## src/vpic_pkg.sv

```systemverilog
// Package for the host-side controller of a vectored priority interrupt unit
package vpic_pkg;
    // Controller's own register offsets (software port)
    localparam logic [3:0] REG_CTRL = 4'h0;
    localparam logic [3:0] REG_WDATA = 4'h1;
    localparam logic [3:0] REG_STATUS = 4'h2;
    localparam logic [3:0] REG_RDATA = 4'h3;
    localparam logic [3:0] REG_VEC0 = 4'h4;
    localparam logic [3:0] REG_VEC1 = 4'h5;
    localparam logic [3:0] REG_VEC2 = 4'h6;
    localparam logic [3:0] REG_PINS = 4'h7;
    // Command encodings written to REG_CTRL bits [1:0]
    localparam logic [1:0] CMD_WRITE = 2'h1;
    localparam logic [1:0] CMD_READ = 2'h2;
    localparam logic [1:0] CMD_ACK = 2'h3;
    // Control field positions
    localparam int CTRL_CMD_LSB = 0;
    localparam int CTRL_SEL_BIT = 2;
    localparam int CTRL_NACK_LSB = 4;
    localparam int CTRL_BUF_BIT = 6;
    localparam int CTRL_MASTER_BIT = 7;
    // Reset values
    localparam logic [7:0] CTRL_RST = 8'h00;
    localparam logic [7:0] DATA_RST = 8'h00;
    // Strobe timing
    localparam int CLK_MHZ = 25;
    localparam int STROBE_NS = 160;
    localparam int SETUP_NS = 40;
    localparam int STROBE_CYC = (STROBE_NS * CLK_MHZ + 999) / 1000;
    localparam int SETUP_CYC = (SETUP_NS * CLK_MHZ + 999) / 1000;
    localparam logic [3:0] STROBE_CNT = 4'(STROBE_CYC);
    localparam logic [3:0] SETUP_CNT = 4'(SETUP_CYC);
    // Sequencer states
    typedef enum logic [4:0] {
        ST_IDLE = 5'b00001,
        ST_SETUP = 5'b00010,
        ST_PULSE = 5'b00100,
        ST_HOLD = 5'b01000,
        ST_GAP = 5'b10000
    } vpic_state_t;
endpackage

```

## src/vpic_host.sv

```systemverilog
// Host controller that drives an interrupt unit through its pins
`timescale 1ns/1ps
module vpic_host
    import vpic_pkg::*;
(
    // Clock and reset
    input wire logic clk_i,
    input wire logic rstn_i,
    // Software port
    input wire logic [3:0] addr_i,
    input wire logic [7:0] wdata_i,
    input wire logic wr_i,
    input wire logic rd_i,
    output logic [7:0] rdata_o,
    // Device pins
    output logic device_select_n_o,
    output logic write_strobe_n_o,
    output logic read_strobe_n_o,
    output logic irq_acknowledge_n_o,
    output logic register_select_o,
    input wire logic [7:0] data_lines_i,
    output logic [7:0] data_lines_o,
    output logic data_lines_oe_o,
    input wire logic irq_out_i,
    input wire logic master_slave_or_buffer_enable_i,
    output logic master_slave_or_buffer_enable_o,
    output logic master_slave_or_buffer_enable_oe_o,
    input wire logic [2:0] cascade_lines_i
);

    vpic_state_t state_ff;
    vpic_state_t nxt_state;
    logic [1:0] cmd_ff;
    logic sel_ff;
    logic [1:0] nack_ff;
    logic buf_mode_ff;
    logic master_ff;
    logic [7:0] wbyte_ff;
    logic [7:0] rbyte_ff;
    logic [7:0] vec_ff [0:2];
    logic [1:0] ack_idx_ff;
    logic [3:0] cnt_ff;
    logic irq_s1_ff;
    logic irq_s2_ff;
    logic [2:0] cas_s1_ff;
    logic [2:0] cas_s2_ff;
    logic en_s1_ff;
    logic en_s2_ff;
    logic busy_ff;
    logic done_ff;
    logic [1:0] cur_cmd;
    logic ctrl_wr;
    logic seq_end;
    logic pulse_end;
    logic more_acks;

    // Address decode of the software port
    function automatic logic reg_hit(input logic strobe,
        input logic [3:0] addr,
        input logic [3:0] target);
        return strobe && addr == target;
    endfunction

    // Strobe phase of one command kind in a given state
    function automatic logic phase_of(input vpic_state_t st,
        input logic [1:0] cmd,
        input logic [1:0] kind);
        return st == ST_PULSE && cmd == kind;
    endfunction

    // States in which select and host data stand
    function automatic logic in_frame(input vpic_state_t st);
        return st == ST_SETUP || st == ST_PULSE || st == ST_HOLD;
    endfunction

    // Control write is dropped whole while a transfer runs
    assign ctrl_wr = reg_hit(wr_i, addr_i, REG_CTRL) && !busy_ff;
    wire start = ctrl_wr && wdata_i[CTRL_CMD_LSB +: 2] != 2'h0;
    wire last_cnt = cnt_ff == 4'h1;
    assign pulse_end = state_ff == ST_PULSE && last_cnt;
    assign seq_end = state_ff == ST_GAP && nxt_state == ST_IDLE;
    // Stop after nack plus one pulses; code 3 stops at three
    assign more_acks = ack_idx_ff <= nack_ff && ack_idx_ff != 2'h3;
    // Command seen on its starting edge, so select and data lead the strobe
    assign cur_cmd = start ? wdata_i[CTRL_CMD_LSB +: 2] : cmd_ff;

    // Control and data registers; a new command is refused while busy
    always_ff @(posedge clk_i) begin
        if (!rstn_i) begin
            cmd_ff <= CTRL_RST[1:0];
            sel_ff <= CTRL_RST[CTRL_SEL_BIT];
            nack_ff <= CTRL_RST[CTRL_NACK_LSB +: 2];
            buf_mode_ff <= CTRL_RST[CTRL_BUF_BIT];
            master_ff <= CTRL_RST[CTRL_MASTER_BIT];
            wbyte_ff <= DATA_RST;
        end else begin
            if (reg_hit(wr_i, addr_i, REG_WDATA)) begin
                wbyte_ff <= wdata_i;
            end
            if (ctrl_wr) begin
                cmd_ff <= wdata_i[CTRL_CMD_LSB +: 2];
                sel_ff <= wdata_i[CTRL_SEL_BIT];
                nack_ff <= wdata_i[CTRL_NACK_LSB +: 2];
                buf_mode_ff <= wdata_i[CTRL_BUF_BIT];
                master_ff <= wdata_i[CTRL_MASTER_BIT];
            end
        end
    end

    // Two-stage synchronisers for the device's returned levels
    always_ff @(posedge clk_i) begin
        if (!rstn_i) begin
            irq_s1_ff <= 1'b0;
            irq_s2_ff <= 1'b0;
            cas_s1_ff <= 3'h0;
            cas_s2_ff <= 3'h0;
            en_s1_ff <= 1'b0;
            en_s2_ff <= 1'b0;
        end else begin
            irq_s1_ff <= irq_out_i;
            irq_s2_ff <= irq_s1_ff;
            cas_s1_ff <= cascade_lines_i;
            cas_s2_ff <= cas_s1_ff;
            en_s1_ff <= master_slave_or_buffer_enable_i;
            en_s2_ff <= en_s1_ff;
        end
    end

    // Sequencer: setup, strobe low, hold, gap
    always_comb begin
        nxt_state = state_ff;
        case (state_ff)
            ST_IDLE: begin
                if (start) begin
                    nxt_state = ST_SETUP;
                end
            end
            ST_SETUP: begin
                if (last_cnt) begin
                    nxt_state = ST_PULSE;
                end
            end
            ST_PULSE: begin
                if (last_cnt) begin
                    nxt_state = ST_HOLD;
                end
            end
            ST_HOLD: begin
                if (last_cnt) begin
                    nxt_state = ST_GAP;
                end
            end
            ST_GAP: begin
                if (last_cnt) begin
                    nxt_state = (cmd_ff == CMD_ACK && more_acks)
                        ? ST_SETUP : ST_IDLE;
                end
            end
            default: nxt_state = ST_IDLE;
        endcase
    end

    always_ff @(posedge clk_i) begin
        if (!rstn_i) begin
            state_ff <= ST_IDLE;
            cnt_ff <= 4'h0;
        end else begin
            state_ff <= nxt_state;
            if (nxt_state == ST_PULSE && state_ff != ST_PULSE) begin
                cnt_ff <= STROBE_CNT;
            end else if (nxt_state != state_ff) begin
                cnt_ff <= SETUP_CNT;
            end else if (cnt_ff != 4'h0) begin
                cnt_ff <= cnt_ff - 4'h1;
            end
        end
    end

    // Busy, done and acknowledge pulse count
    always_ff @(posedge clk_i) begin
        if (!rstn_i) begin
            busy_ff <= 1'b0;
            done_ff <= 1'b0;
            ack_idx_ff <= 2'h0;
        end else begin
            if (start) begin
                busy_ff <= 1'b1;
                ack_idx_ff <= 2'h0;
            end else if (seq_end) begin
                busy_ff <= 1'b0;
            end
            // Set wins over the clear by status read
            if (seq_end) begin
                done_ff <= 1'b1;
            end else if (reg_hit(rd_i, addr_i, REG_STATUS)) begin
                done_ff <= 1'b0;
            end
            if (pulse_end && cmd_ff == CMD_ACK) begin
                ack_idx_ff <= ack_idx_ff + 2'h1;
            end
        end
    end

    // Capture of read data and vector bytes at end of the strobe
    always_ff @(posedge clk_i) begin
        if (!rstn_i) begin
            rbyte_ff <= DATA_RST;
            vec_ff[0] <= DATA_RST;
            vec_ff[1] <= DATA_RST;
            vec_ff[2] <= DATA_RST;
        end else if (pulse_end) begin
            if (cmd_ff == CMD_READ) begin
                rbyte_ff <= data_lines_i;
            end
            if (cmd_ff == CMD_ACK) begin
                vec_ff[ack_idx_ff] <= data_lines_i;
            end
        end
    end

    // Pin drivers, all registered
    always_ff @(posedge clk_i) begin
        if (!rstn_i) begin
            device_select_n_o <= 1'b1;
            write_strobe_n_o <= 1'b1;
            read_strobe_n_o <= 1'b1;
            irq_acknowledge_n_o <= 1'b1;
            register_select_o <= 1'b0;
            data_lines_o <= DATA_RST;
            data_lines_oe_o <= 1'b0;
        end else begin
            // Select spans setup to hold for reads and writes so their strobes sit inside it; acknowledge leaves it high
            device_select_n_o <= !(cur_cmd != CMD_ACK
                && in_frame(nxt_state));
            write_strobe_n_o <= !phase_of(nxt_state, cmd_ff,
                CMD_WRITE);
            read_strobe_n_o <= !phase_of(nxt_state, cmd_ff,
                CMD_READ);
            irq_acknowledge_n_o <= !phase_of(nxt_state, cmd_ff,
                CMD_ACK);
            register_select_o <= ctrl_wr ? wdata_i[CTRL_SEL_BIT]
                : sel_ff;
            data_lines_o <= wbyte_ff;
            // Host drives only on writes; released otherwise
            data_lines_oe_o <= cur_cmd == CMD_WRITE
                && in_frame(nxt_state);
        end
    end

    // Mode pin: driven as a strap only outside buffered mode
    always_ff @(posedge clk_i) begin
        if (!rstn_i) begin
            master_slave_or_buffer_enable_o <= 1'b0;
            master_slave_or_buffer_enable_oe_o <= 1'b0;
        end else begin
            master_slave_or_buffer_enable_o <= master_ff;
            master_slave_or_buffer_enable_oe_o <= !buf_mode_ff;
        end
    end

    // Software read port, data the cycle after rd_i
    always_ff @(posedge clk_i) begin
        if (!rstn_i) begin
            rdata_o <= 8'h00;
        end else if (rd_i) begin
            case (addr_i)
                REG_CTRL: rdata_o <= {master_ff, buf_mode_ff, nack_ff,
                    1'b0, sel_ff, cmd_ff};
                REG_WDATA: rdata_o <= wbyte_ff;
                REG_STATUS: rdata_o <= {3'h0, cas_s2_ff, done_ff, busy_ff};
                REG_RDATA: rdata_o <= rbyte_ff;
                REG_VEC0: rdata_o <= vec_ff[0];
                REG_VEC1: rdata_o <= vec_ff[1];
                REG_VEC2: rdata_o <= vec_ff[2];
                REG_PINS: rdata_o <= {6'h00, en_s2_ff, irq_s2_ff};
                default: rdata_o <= 8'h00;
            endcase
        end else begin
            rdata_o <= 8'h00;
        end
    end

endmodule // vpic_host

```

## config.mk

```make
export PLATFORM = sky130hd
export DESIGN_NAME = vpic_host
export DESIGN_NICKNAME = d
export VERILOG_FILES = /design/src/vpic_pkg.sv /design/src/vpic_host.sv
export SDC_FILE = /design/constraint.sdc
export NUM_CORES = 1
export LEC_CHECK = 0
export ABC_CLOCK_PERIOD_IN_PS = 2710
export BUFFER_PORTS_ARGS = -buffer_cell sky130_fd_sc_hd__buf_2
export CORE_AREA = 2 2 113 71
export DETAILED_ROUTE_END_ITERATION = 8
export DIE_AREA = 0 0 115 73
export PLACE_DENSITY_LB_ADDON = 0.05
export SETUP_SLACK_MARGIN = 0.05
export SLEW_MARGIN = 5
export SYNTH_ARGS = -nofsm -noshare
export SYNTH_HDL_FRONTEND = slang
export SYNTH_SLANG_ARGS = --single-unit
```

## constraint.sdc

```tcl
create_clock -name clk_i -period 2.71 [get_ports clk_i]
set_input_delay 0.1355 -clock clk_i [delete_from_list [all_inputs] [get_ports clk_i]]
set_output_delay 0.1355 -clock clk_i [all_outputs]
set_load 0.1 [all_outputs]
```

# --- After elaboration in Yosys (flattened, before gate mapping) ---
# Memory sizes are Yosys's and may differ from the RTL's.
# Index checks and enable logic that the tools add are counted.
word_totals:
  regBits: 69
  latch_bits: 0
  output_inout_bits: 24
  in_bits: 29
  ram_bits: 24
  mem_bits_ro: 0
  wordCells: 122
  memories: 1
memory_table:
  columns: ["memory", "words", "width", "rd", "rd_ports_with_merged_regs", "write_ports", "line", "source"]
  rows:
  - ["vec_ff", 3, 8, 3, 0, 3, "vpic_host.sv:40", "logic [7:0] vec_ff [0:2];"]
op_classes:
  magnitude_cmp: 1
  addsub: 2
  n_reduce_logical: 37
  mul: 0
  muxes: 26
  bitwise: 1
  shift: 0
  n_div: 0
  n_eq_ne: 25
op_table:
  columns: ["cell", "n"]
  rows:
  - ["one-hot mux 8 bit (8 select lines)", 1]
  - ["two-way mux 5 bit", 5]
  - ["one-hot mux 5 bit (5 select lines)", 1]
  - ["== test 4 x 3 -> 1 bit (second input constant)", 4]
  - ["logical AND 1 bit", 16]
  - ["== test 5 x 1 -> 1 bit (second input constant)", 2]
  - ["== test 5 x 2 -> 1 bit (second input constant)", 2]
  - ["== test 5 x 3 -> 1 bit (second input constant)", 2]
  - ["== test 5 x 4 -> 1 bit (second input constant)", 2]
  - ["two-way mux 1 bit", 10]
  - ["two-way mux 2 bit", 5]
  - ["nonzero test 2 bit", 5]
  - ["two-way mux 3 bit", 3]
  - ["== test 4 x 1 -> 1 bit (second input constant)", 2]
  - ["== test 4 x 2 -> 1 bit (second input constant)", 2]
  - ["two-way mux 8 bit", 1]
  - ["OR reduction 8 bit", 1]
  - ["zero test 1 bit", 6]
  - ["== test 5 bit (second input constant)", 1]
  - ["!= test 5 x 3 -> 1 bit (second input constant)", 1]
  - ["!= test 5 bit", 1]
  - ["== test 2 x 1 -> 1 bit (second input constant)", 2]
  - ["== test 2 bit (second input constant)", 2]
  - ["zero test 4 bit", 1]
  - ["other kinds (11)", 14]

# --- Depth between registers and ports, before layout ---
# Gate-level depths: netlist of run 1.
logic_depth:
  word_depth: 11
  mapped_depth: 9
  ltp_nobuf: 8

# --- Worst setup path before layout of run 1 ---
# OpenSTA, ideal clock, no wires.
synth_timing:
  kind: "reg-to-reg"
  from: "register cnt_ff[1]"
  to: "memory vec_ff[0][0] (enable)"
  path_stages_with_launch: 8
  arrival_time_ns: 1.728
  n_path_buf: 1
  setup_ns: 0.326
  slack_ns: 0.656
  cell_sequence: "dfxtp_1 inv_1 ha_1 nor3b_2 nand4_1 nor3_2 clkbuf_1 a21o_1"
synth_rtl:
  columns: ["element", "line", "source"]
  rows:
  - ["start: declaration", "vpic_host.sv:42", "logic [3:0] cnt_ff;"]
  - ["start signal: assignment", "vpic_host.sv:174", "cnt_ff <= cnt_ff - 4'h1;"]
  - ["end: declaration", "vpic_host.sv:40", null]

# --- Final worst setup path of run 1 ---
layout_timing:
  from: "register nack_ff[1]"
  to: "register device_select_n_o"
layout_between:
  elab_chain_len: 11
layout_rtl:
  columns: ["element", "line", "source"]
  rows:
  - ["start: declaration", "vpic_host.sv:35", "logic [1:0] nack_ff;"]
  - ["start signal: assignment", "vpic_host.sv:92", "nack_ff <= CTRL_RST[CTRL_NACK_LSB +: 2];"]
  - ["start signal: assignment", "vpic_host.sv:103", "nack_ff <= wdata_i[CTRL_NACK_LSB +: 2];"]
  - ["<= comparator 2 bit *", "vpic_host.sv:83", "assign more_acks = ack_idx_ff <= nack_ff && ack_idx_ff != 2'h3;"]
  - ["logical AND 1 bit *", "vpic_host.sv:83", null]
  - ["logical AND 1 bit *", "vpic_host.sv:155", "nxt_state = (cmd_ff == CMD_ACK && more_acks)"]
  - ["two-way mux 2 bit *", "vpic_host.sv:156", "? ST_SETUP : ST_IDLE;"]
  - ["two-way mux 5 bit *", "vpic_host.sv:154", "if (last_cnt) begin"]
  - ["one-hot mux 5 bit (5 select lines) *", "vpic_host.sv:132", "case (state_ff)"]
  - ["== test 5 x 2 -> 1 bit / == test 5 x 3 -> 1 bit (equally long branches)", "vpic_host.sv:73", "return st == ST_SETUP || st == ST_PULSE || st == ST_HOLD;"]
  - ["logical OR 1 bit", "vpic_host.sv:73", null]
  - ["logical OR 1 bit *", "vpic_host.sv:73", null]
  - ["logical AND 1 bit *", "vpic_host.sv:234", "&& in_frame(nxt_state));"]
  - ["zero test 1 bit *", "vpic_host.sv:233", "device_select_n_o <= !(cur_cmd != CMD_ACK"]
  - ["end signal: assignment", "vpic_host.sv:233", null]
  - ["end: declaration", "vpic_host.sv:16", "output logic device_select_n_o,"]
# Mark *: on every way between the ends. The rest lies on a longest branch, timed or not.
# A chain may end at the register's enable or synchronous reset.

==> results of run 1 <==
==> report_power, final <==
part / switching (mW) / total (mW) / internal (mW)
combinational: 0.223 / 0.364 / 0.141
sequential: 0.0336 / 1.50 / 1.47
clock: 0.508 / 1.31 / 0.799
==> critical path: stages (launching register included) <==
cell       delay, ns
dfxtp_1         0.35
inv_1           0.05
ha_1            0.29
nor2b_1         0.13
a2bb2oi_1       0.13
or3_1           0.32
nand2b_1        0.19
o2111ai_1       0.19
a311o_1         0.35
==> synthesized netlist by cell type (2+ instances only) <==
cell and number:
nor2_2 2, a31oi_1 3, mux2i_1 21, a21o_1 3, ha_1 8, buf_6 3, nand2b_1 3, nor2_1 41
o211ai_1 2, mux4_2 2, nand3b_1 5, buf_1 3, nor4_1 4, nor3b_1 4, mux2_2 5, and2_1 20
and3_1 25, buf_2 5, a221oi_1 6, buf_4 2, nor3_1 4, or3_1 3, or2_1 2, nand4_1 4
a21oi_1 24, o21ai_1 3, a211oi_1 4, nand2_1 26, nor2b_1 7, a22oi_1 6, dfxtp_1 69, inv_1 6
edfxtp_1 24, o21ai_0 3, nand3_1 11, a22o_1 3, clkbuf_1 10
==> cells in the final DEF, fill, tap and decap left out, types with 3 or more instances in the layout <==
cell / synthesis / routed
dfxtp_1: 69 / 69
buf_2: 5 / 52
nor2_1: 41 / 41
nand2_1: 26 / 26
and3_1: 25 / 25
a21oi_1: 24 / 24
edfxtp_1: 24 / 24
mux2i_1: 21 / 21
and2_1: 20 / 20
buf_4: 2 / 12
nand3_1: 11 / 11
clkbuf_16: 0 / 10
ha_1: 8 / 8
nor2b_1: 7 / 7
inv_1: 6 / 6
a22oi_1: 6 / 6
a221oi_1: 6 / 6
nand3b_1: 5 / 5
mux2_2: 5 / 5
nand4_1: 4 / 4
nor3b_1: 4 / 4
nor4_1: 4 / 4
nor3_1: 4 / 4
a211oi_1: 4 / 4
a21o_1: 3 / 3
o21ai_0: 3 / 3
a31oi_1: 3 / 3
o21ai_1: 3 / 3
nand2b_1: 3 / 3
or3_1: 3 / 3
a22o_1: 3 / 3
clkbuf_1: 10 / 3
==> state kept, by name (all words and copies together) (netlist names), 2 cells and up <==
signal / count
rdata_o: 8
state_ff: 5
cas_s2_ff: 3
cmd_ff: 2
data_lines_o: 8
nack_ff: 2
ack_idx_ff: 2
wbyte_ff: 8
rbyte_ff: 8
vec_ff: 24
cas_s1_ff: 3
cnt_ff: 4
==> cell type report <==
cell class / count / area share [%]
multi-input cells: 272 / 38.03
repair buffers: 66 / 7.833
well taps: 94 / 2.487
inverters: 7 / 0.5557
flip-flops and latches: 93 / 44.46
clock buffers: 14 / 5.822
clock inverters: 2 / 0.8203
==> per-stage QoR <==
| stage | setup slack [ns] | cells | hold WS [ns] | power (mW) | cell area, µm² |
|---|---|---|---|---|---|
| 3_5_place_dp | 0.6165 | 530 | 0.3452 | 1.891 | 4394 |
| 2_1_floorplan | 0.6558 | 396 | 0.2438 | 1.793 | 4050 |
| 6_report | 0.5895 | 548 | 0.006375 | 3.173 | 4728 |
| 4_1_cts | 0.5986 | 548 | 0.0001844 | 3.186 | 4728 |
| 3_3_place_gp | 0.6492 | 530 | 0.3439 | 1.880 | 4394 |
| 5_1_grt | 0.4502 | 548 | 0.007090 | 3.285 | 4728 |
==> repair_timing <==
item,CTS,global route
gates resized for setup,0,0
hold buffers,2,0
hold endpoints to repair,2,0
==> how the worst max path moves through the flow <==
stage               depth (start not counted)                end  slack, ns       start
detailed placement                          8  device_select_n_o       0.62  nack_ff[1]
finish                                      8  device_select_n_o       0.59  nack_ff[1]
CTS                                         8  device_select_n_o       0.60  nack_ff[1]
global placement                            8  device_select_n_o       0.65  nack_ff[1]
floorplan                                   7       vec_ff[0][0]       0.66   cnt_ff[1]
global route                                8  device_select_n_o       0.45  nack_ff[1]
==> layer usage <==
metal / up-vias / wire length [µm] / GRT usage, %
li1: 1531 / - / -
met1: 1460 / 5194 / 39.28
met2: 119 / 3612 / 30.78
met3: 11 / 755 / 6.728
met4: 0 / 93 / 5.622
met5: - / 0 / 0
==> kinds of logic (layout without fill, tap and decap cells) <==
kind of cell	count (synthesis)	in the layout
AND/OR/NAND/NOR	169	169
AO/OA/AOI/OAI	65	65
XOR/XNOR	2	2
adder cells (fa/ha/maj)	8	8
buffers and inverters	31	89
multiplexers	28	28
flip-flops	93	93
==> results.json, run 1 <==
{
  "outcome": "finished, final reports clean",
  "yosysUniqueCellTypes": 57,
  "die_area_um2": 8395,
  "fp.dieH_um": 73,
  "drc": 0,
  "leakage_nw": 1.937,
  "drtIter0Drc": 315,
  "cts_tree": "done",
  "rsz0062_at_grt": "false",
  "vias": 3121,
  "slew_headroom_pct": 64.44,
  "min_period_ns": 2.120,
  "min_to": "cas_s1_ff[1]",
  "hold_class": "input pin to flop",
  "yosys.area_share.simple_pct": 22.68,
  "power_density_nw_per_um2": 671.2,
  "startpoint_type": "flop",
  "coreArea_um2": 7507,
  "synth.cell_area_um2": 4050,
  "die_x_um": 115,
  "clock_latency_ns": 0.34,
  "grt_pass1_vias": 2772,
  "cts_sinks": 93,
  "netlist_instances": 396,
  "detail_route.wirelength_mm": 9.655,
  "reg2reg_slack_ns": 0.59,
  "gp_congestion": 0.8771,
  "synth_top_area_share_pct": 34.11,
  "critPathMaxFanout": 6,
  "port_buffers": 52,
  "hold_path.startpoint": "cascade_lines_i[1]",
  "grt_pass1_wl_mm": 15.01,
  "multiInputGateArea_um2": 1798,
  "std_cell_rows": 25,
  "clockBufferDepth": 2,
  "cp_data_arrival_time_ns": 2.36,
  "ys_seq_area_share_pct": 51.90,
  "fin_util_pct": 62.98,
  "ff_latch_area_um2": 2102,
  "worstSetupPathType": "flop to flop",
  "crit_required_ns": 2.95,
  "timing.rr.start": "nack_ff[1]",
  "diodes": 0,
  "vdd_ir_drop_max_mv": 0.3825,
  "r2r-end": "device_select_n_o",
  "ys_async_sr_fraction_pct": 0,
  "fillers": 635,
  "numCtsBuffers": 9,
  "area_growth_pct": 16.74,
  "synth_top_cell_by_area": "dfxtp_1",
  "antenna_found_initial": 0,
  "final-setup-viol-count": 0,
  "h-tree-depth": 3,
  "synth_compound_area_share_pct": 10.97,
  "synth_mux_area_share_pct": 7.692,
  "routed_via_density": 5.695,
  "synthesis.nets": 433,
  "drive_gt1_share_pct": 20.70,
  "synth-xor-area-share_pct": 0.4325,
  "worst_slew_pin_slew_ns": 0.5324,
  "ant_nets": 0,
  "io_pins": 53,
  "first_pass_iters": 4,
  "cts_setup_buffers": 0,
  "avgSynthCellArea_um2": 10.23,
  "nets": 486,
  "synth.top_cells.by_area": "dfxtp_1 34%, edfxtp_1 18%, mux2i_1 5.2%",
  "finalCritPeriodShare_pct": 78.25,
  "slew_violations": 0,
  "rr_worst_depth": 8,
  "synth_top_flop_cell": "dfxtp_1",
  "ys_warn_count": 0,
  "clk_pin_slew_ns": 0.07,
  "cap_viol_max_count": 0,
  "synthAdderAreaFrac_pct": 2.471,
  "end_kind": "flop",
  "initial_core_util_pct": 53.95,
  "report.final.hold_viol_count": 0,
  "ys_ff_latch": 93,
  "wl_per_cell_um": 17.62,
  "grt_max_degree": 36,
  "grt_usage_pct": 24.15,
  "skew_ns": 0.01159,
  "hpwl_mm": 6.854,
  "max_freq_ghz": 0.4716,
  "cts_root_buffer": "clkbuf_16",
  "synth_top_family_by_area": "simple AND/OR/NAND/NOR gates",
  "grt-ovfl-total": 0,
  "synth-edff-count": 24,
  "setup-tns-final_ns": 0,
  "holdPathStages": 2
}
Note: power is estimated with default switching activity, not from simulation.
==> run 2: changes to the inputs <==
Settings changed: ABC_CLOCK_PERIOD_IN_PS 2710 to 2050.
Clock period 2.71 ns to 2.05 ns, I/O delays scaled along.
==> run 2 against run 1 <==
Sequential share of layout area is 1.3 points lower; cell area is 3.1% higher; critical path depth stayed put; non-clock buffer count is 16 higher; total power is 27% higher; register-to-register slack worse by 0.45 ns; final cell count is 2.9% higher; die area stayed put; largest power group unchanged; highest routed layer unchanged.
==> results.json, run 2 (synthesis gave the netlist of run 1 again) <==
{
  "hpwl_mm": 7.236,
  "clk_pin_slew_ns": 0.06,
  "rsz0062_at_grt": "true",
  "worstSetupPathType": "flop to flop",
  "ant_nets": 0,
  "clockBufferDepth": 2,
  "hold_path.startpoint": "wdata_i[6]",
  "cts_root_buffer": "clkbuf_16",
  "crit_chain": "inv_2 > ha_2 > or3b_4 > o31a_1 > a31oi_1 > o21ai_1 > nor2b_4 > a41o_1",
  "worst_slew_pin_slew_ns": 0.5196,
  "grt-ovfl-total": 0,
  "drtIter0Drc": 374,
  "clock_latency_ns": 0.34,
  "final-setup-viol-count": 0,
  "end_kind": "flop",
  "cap_viol_max_count": 0,
  "std_cell_rows": 25,
  "critPathMaxFanout": 6,
  "area_growth_pct": 20.33,
  "nets": 502,
  "cp_top_family": "compound AO/OA/AOI/OAI gates",
  "cts_sinks": 93,
  "die_area_um2": 8395,
  "io_pins": 53,
  "startpoint": "cnt_ff[1]",
  "detail_route.wirelength_mm": 9.947,
  "crit_slowest_cell": "or3b_4",
  "final_common_cell": "dfxtp_1",
  "skew_ns": 0.007949,
  "gp_congestion": 0.8955,
  "report.final.hold_viol_count": 0,
  "h-tree-depth": 3,
  "crit_required_ns": 2.28,
  "vias": 3233,
  "grt_max_degree": 26,
  "slew_violations": 0,
  "slew_headroom_pct": 65.29,
  "timing.rr.start": "cnt_ff[1]",
  "vdd_ir_drop_max_mv": 0.5141,
  "die_x_um": 115,
  "routed_via_density": 5.732,
  "power_mw": 4.037,
  "cts_tree": "done",
  "largest_register": "vec_ff",
  "power_density_nw_per_um2": 828.3,
  "layout_setup_ws_ns": 0.1436,
  "first_pass_iters": 5,
  "setup-tns-final_ns": 0,
  "hold_class": "input pin to flop",
  "grt_pass1_vias": 2813,
  "antenna_found_initial": 0,
  "largest_reg_flops": 24,
  "grt_usage_pct": 24.87,
  "diodes": 0,
  "hold_ws_ns": 0.02253,
  "cp_data_arrival_time_ns": 2.13,
  "fillers": 610,
  "min_period_ns": 1.906,
  "path_buf_inv": 1,
  "initial_core_util_pct": 53.95,
  "coreArea_um2": 7507,
  "fp.dieH_um": 73,
  "dpl_worst_slack_ns": 0.06711,
  "numCtsBuffers": 9,
  "finalCritPeriodShare_pct": 93.00,
  "cpPeakStageDelay_ns": 0.41,
  "wl_per_cell_um": 17.64,
  "port_buffers": 52,
  "fin_util_pct": 64.92,
  "startpoint_type": "flop",
  "grt_pass1_wl_mm": 15.48,
  "outcome": "finished, final reports clean",
  "layout_common_cells": "67 x dfxtp_1, 52 x buf_2, 41 x nor2_1, 26 x nand2_1, 25 x and3_1",
  "leakage_nw": 1.992,
  "drive_gt1_share_pct": 25.53,
  "drc": 0,
  "max_freq_ghz": 0.5245
}
[run 2: cell type report]
| class | count | area (µm²) | area share (%) |
|---|---|---|---|
| Multi-Input combinational cell | 272 | 1857 | 38.10 |
| Sequential cell | 93 | 2105 | 43.18 |
| Tap cell | 94 | 117.6 | 2.413 |
| Inverter | 7 | 26.28 | 0.5392 |
| Clock inverter | 6 | 38.79 | 0.7959 |
| Timing Repair Buffer | 82 | 500.5 | 10.27 |
| Clock buffer | 10 | 229.0 | 4.698 |
[run 2: worst paths after layout]
check | endpoint | slack (ns) | depth (start not counted)
setup / recovery | cnt_ff[2] | 0.14 | 8
hold / removal | buf_mode_ff | 0.02 | 3
setup reg to reg | cnt_ff[2] | 0.14 | 8
hold reg to reg | en_s2_ff | 0.44 | 1
[run 2: stage by stage]
stage,instance area [µm²],cells
6_report,4873,564
5_1_grt,4873,564
4_1_cts,4811,563
3_5_place_dp,4477,541
3_3_place_gp,4477,541
2_1_floorplan,4051,396
[run 2: tightest hold or removal path: stages]
cell,delay [ns]
buf_2,0.11
nand2_1,0.05
a21oi_1,0.05
[run 2: timing repair]
| action | 4_1_cts | 5_1_grt |
|---|---|---|
| setup endpoints to repair | 1 | 38 |
| endpoints found under the hold margin | 6 | 0 |
| resized for setup | 1 | 14 |
| hold buffers | 6 | 0 |
| pin swaps | 0 | 5 |
| setup buffers | 0 | 1 |
[run 2: metal layers]
metal | vias to the layer above | track usage [%] | wire, µm
met5 | - | 0 | 0
met4 | 0 | 6.158 | 83
met3 | 11 | 6.146 | 917
met2 | 156 | 31.11 | 3672
met1 | 1507 | 41.32 | 5273
li1 | 1559 | - | -
[run 2: where the power goes]
group / internal, mW / switching (mW)
Sequential: 1.95 / 0.0532
Combinational: 0.241 / 0.306
Clock: 0.817 / 0.673
Total: 3.00 / 1.03
==> run 3: changes to the inputs <==
Settings changed: SETUP_SLACK_MARGIN 0.05 to 0.3.
==> run 3 against run 2 <==
Sequential power hardly changed; non-clock buffer count up 12; total power grew 5.6%; combinational power grew 19%; cell area increased by 4.8%; sequential share of layout area decreased by 1.9 points; critical path depth unchanged; first-iteration DRC count shrank 21%; clock power rose by 8%; critical path type unchanged; critical endpoint unchanged.
==> results.json, run 3 (synthesis gave the netlist of run 1 again) <==
{
  "port_buffers": 52,
  "grt_pass1_vias": 3020,
  "io_pins": 53,
  "gp_congestion": 0.9031,
  "cts_sinks": 93,
  "crit_required_ns": 2.28,
  "wl_per_cell_um": 18.48,
  "std_cell_rows": 25,
  "initial_core_util_pct": 53.95,
  "worstSetupPathType": "flop to flop",
  "final-setup-viol-count": 0,
  "slew_violations": 0,
  "grt_pass1_wl_mm": 16.26,
  "outcome": "finished, final reports clean",
  "worst_slew_pin_slew_ns": 0.4888,
  "die_area_um2": 8395,
  "diodes": 0,
  "report.final.hold_viol_count": 0,
  "final_common_cell": "dfxtp_1",
  "die_x_um": 115,
  "hpwl_mm": 7.143,
  "fp.dieH_um": 73,
  "vdd_ir_drop_max_mv": 0.5169,
  "layout_common_cells": "64 x dfxtp_1, 52 x buf_2, 40 x nor2_1, 29 x buf_4, 25 x nand2_1",
  "clock_latency_ns": 0.34,
  "fin_util_pct": 68.05,
  "cts_tree": "done",
  "drive_gt1_share_pct": 30.08,
  "numCtsBuffers": 9,
  "nets": 514,
  "vias": 3336,
  "hold_class": "input pin to flop",
  "area_growth_pct": 26.14,
  "grt_max_degree": 36,
  "max_freq_ghz": 0.5216,
  "drtIter0Drc": 296,
  "routed_via_density": 5.792,
  "clockBufferDepth": 2,
  "detail_route.wirelength_mm": 10.64,
  "multiInputGateArea_um2": 1952,
  "end_kind": "flop",
  "clk_pin_slew_ns": 0.06,
  "ff_latch_area_um2": 2111,
  "first_pass_iters": 5,
  "largest_reg_flops": 24,
  "leakage_nw": 2.092,
  "startpoint_type": "flop",
  "slew_headroom_pct": 67.64,
  "power_density_nw_per_um2": 834.2,
  "cts_root_buffer": "clkbuf_16",
  "skew_ns": 0.004609,
  "cap_viol_max_count": 0,
  "fillers": 575,
  "finalCritPeriodShare_pct": 93.52,
  "drc": 0,
  "critPathMaxFanout": 6,
  "cp_data_arrival_time_ns": 2.15,
  "ant_nets": 0,
  "antenna_found_initial": 0,
  "rsz0062_at_grt": "true",
  "grt_usage_pct": 26.03,
  "largest_register": "vec_ff",
  "place_area_um2": 4506,
  "h-tree-depth": 3,
  "min_period_ns": 1.917,
  "design_area_um2": 5109,
  "coreArea_um2": 7507,
  "grt-ovfl-total": 0
}
## run 3: worst max-delay path, stage by stage (launching register included)
cell	delay, ns
dfxtp_2	0.32
inv_2	0.07
ha_4	0.12
or3b_4	0.41
o31a_1	0.28
a31oi_2	0.18
o21ai_2	0.09
nor2b_4	0.14
a41o_1	0.19
## run 3: power breakdown
group	internal (mW)	switching [mW]	leakage, nW	total (mW)
clock network	0.942	0.667	0.130	1.61
logic	0.304	0.350	1.15	0.654
registers	1.94	0.0543	0.810	2.00
total	3.19	1.07	2.09	4.26
## run 3: final timing paths
path                                    from      endpoint  slack, ns  cells after the start
worst max register to register     cnt_ff[1]     cnt_ff[2]       0.13                      8
worst max-delay path               cnt_ff[1]     cnt_ff[2]       0.13                      8
worst min-delay path              wdata_i[2]   wbyte_ff[2]       0.02                      3
worst min register to register  cas_s1_ff[1]  cas_s2_ff[1]       0.43                      1
## run 3: layout make-up
cell class                      count  area share, %
Sequential cell                    93          41.32
Clock inverter                      4         0.9552
Multi-Input combinational cell    272          38.21
Inverter                            7         0.5143
Clock buffer                       12          4.629
Timing Repair Buffer               94          12.07
Tap cell                           94          2.302
## run 3: per-stage QoR
step / hold WS (ns) / instances / worst slack [ns] / total power, mW / setup TNS, ns
final: 0.01768 / 576 / 0.1328 / 4.262 / 0
after global routing: 0.02413 / 576 / 0.05376 / 4.415 / 0
after CTS: 0.006139 / 571 / 0.1835 / 4.197 / 0
after detailed placement: 0.3106 / 537 / -0.009611 / 2.528 / -0.009611
after global placement: 0.3104 / 537 / 0.1123 / 2.504 / 0
after floorplan: 0.2084 / 396 / 0.1228 / 2.401 / 0
## run 3: repair_timing
item / CTS / global route
cloned: 1 / 0
buffers inserted: 11 / 5
endpoints found under the hold margin: 6 / 0
pin swaps: 9 / 6
hold buffers: 6 / 0
setup endpoints to repair: 69 / 67
resized for setup: 19 / 12
## run 3: routing by layer
metal | routed length, µm | vias to the layer above | track usage, % | share of wire (%)
li1 | - | 1583 | - | -
met1 | 5274 | 1571 | 40.90 | 50
met2 | 4327 | 170 | 34.84 | 41
met3 | 938 | 12 | 6.728 | 8.8
met4 | 104 | 0 | 7.229 | 0.98
met5 | 0 | - | 0 | 0
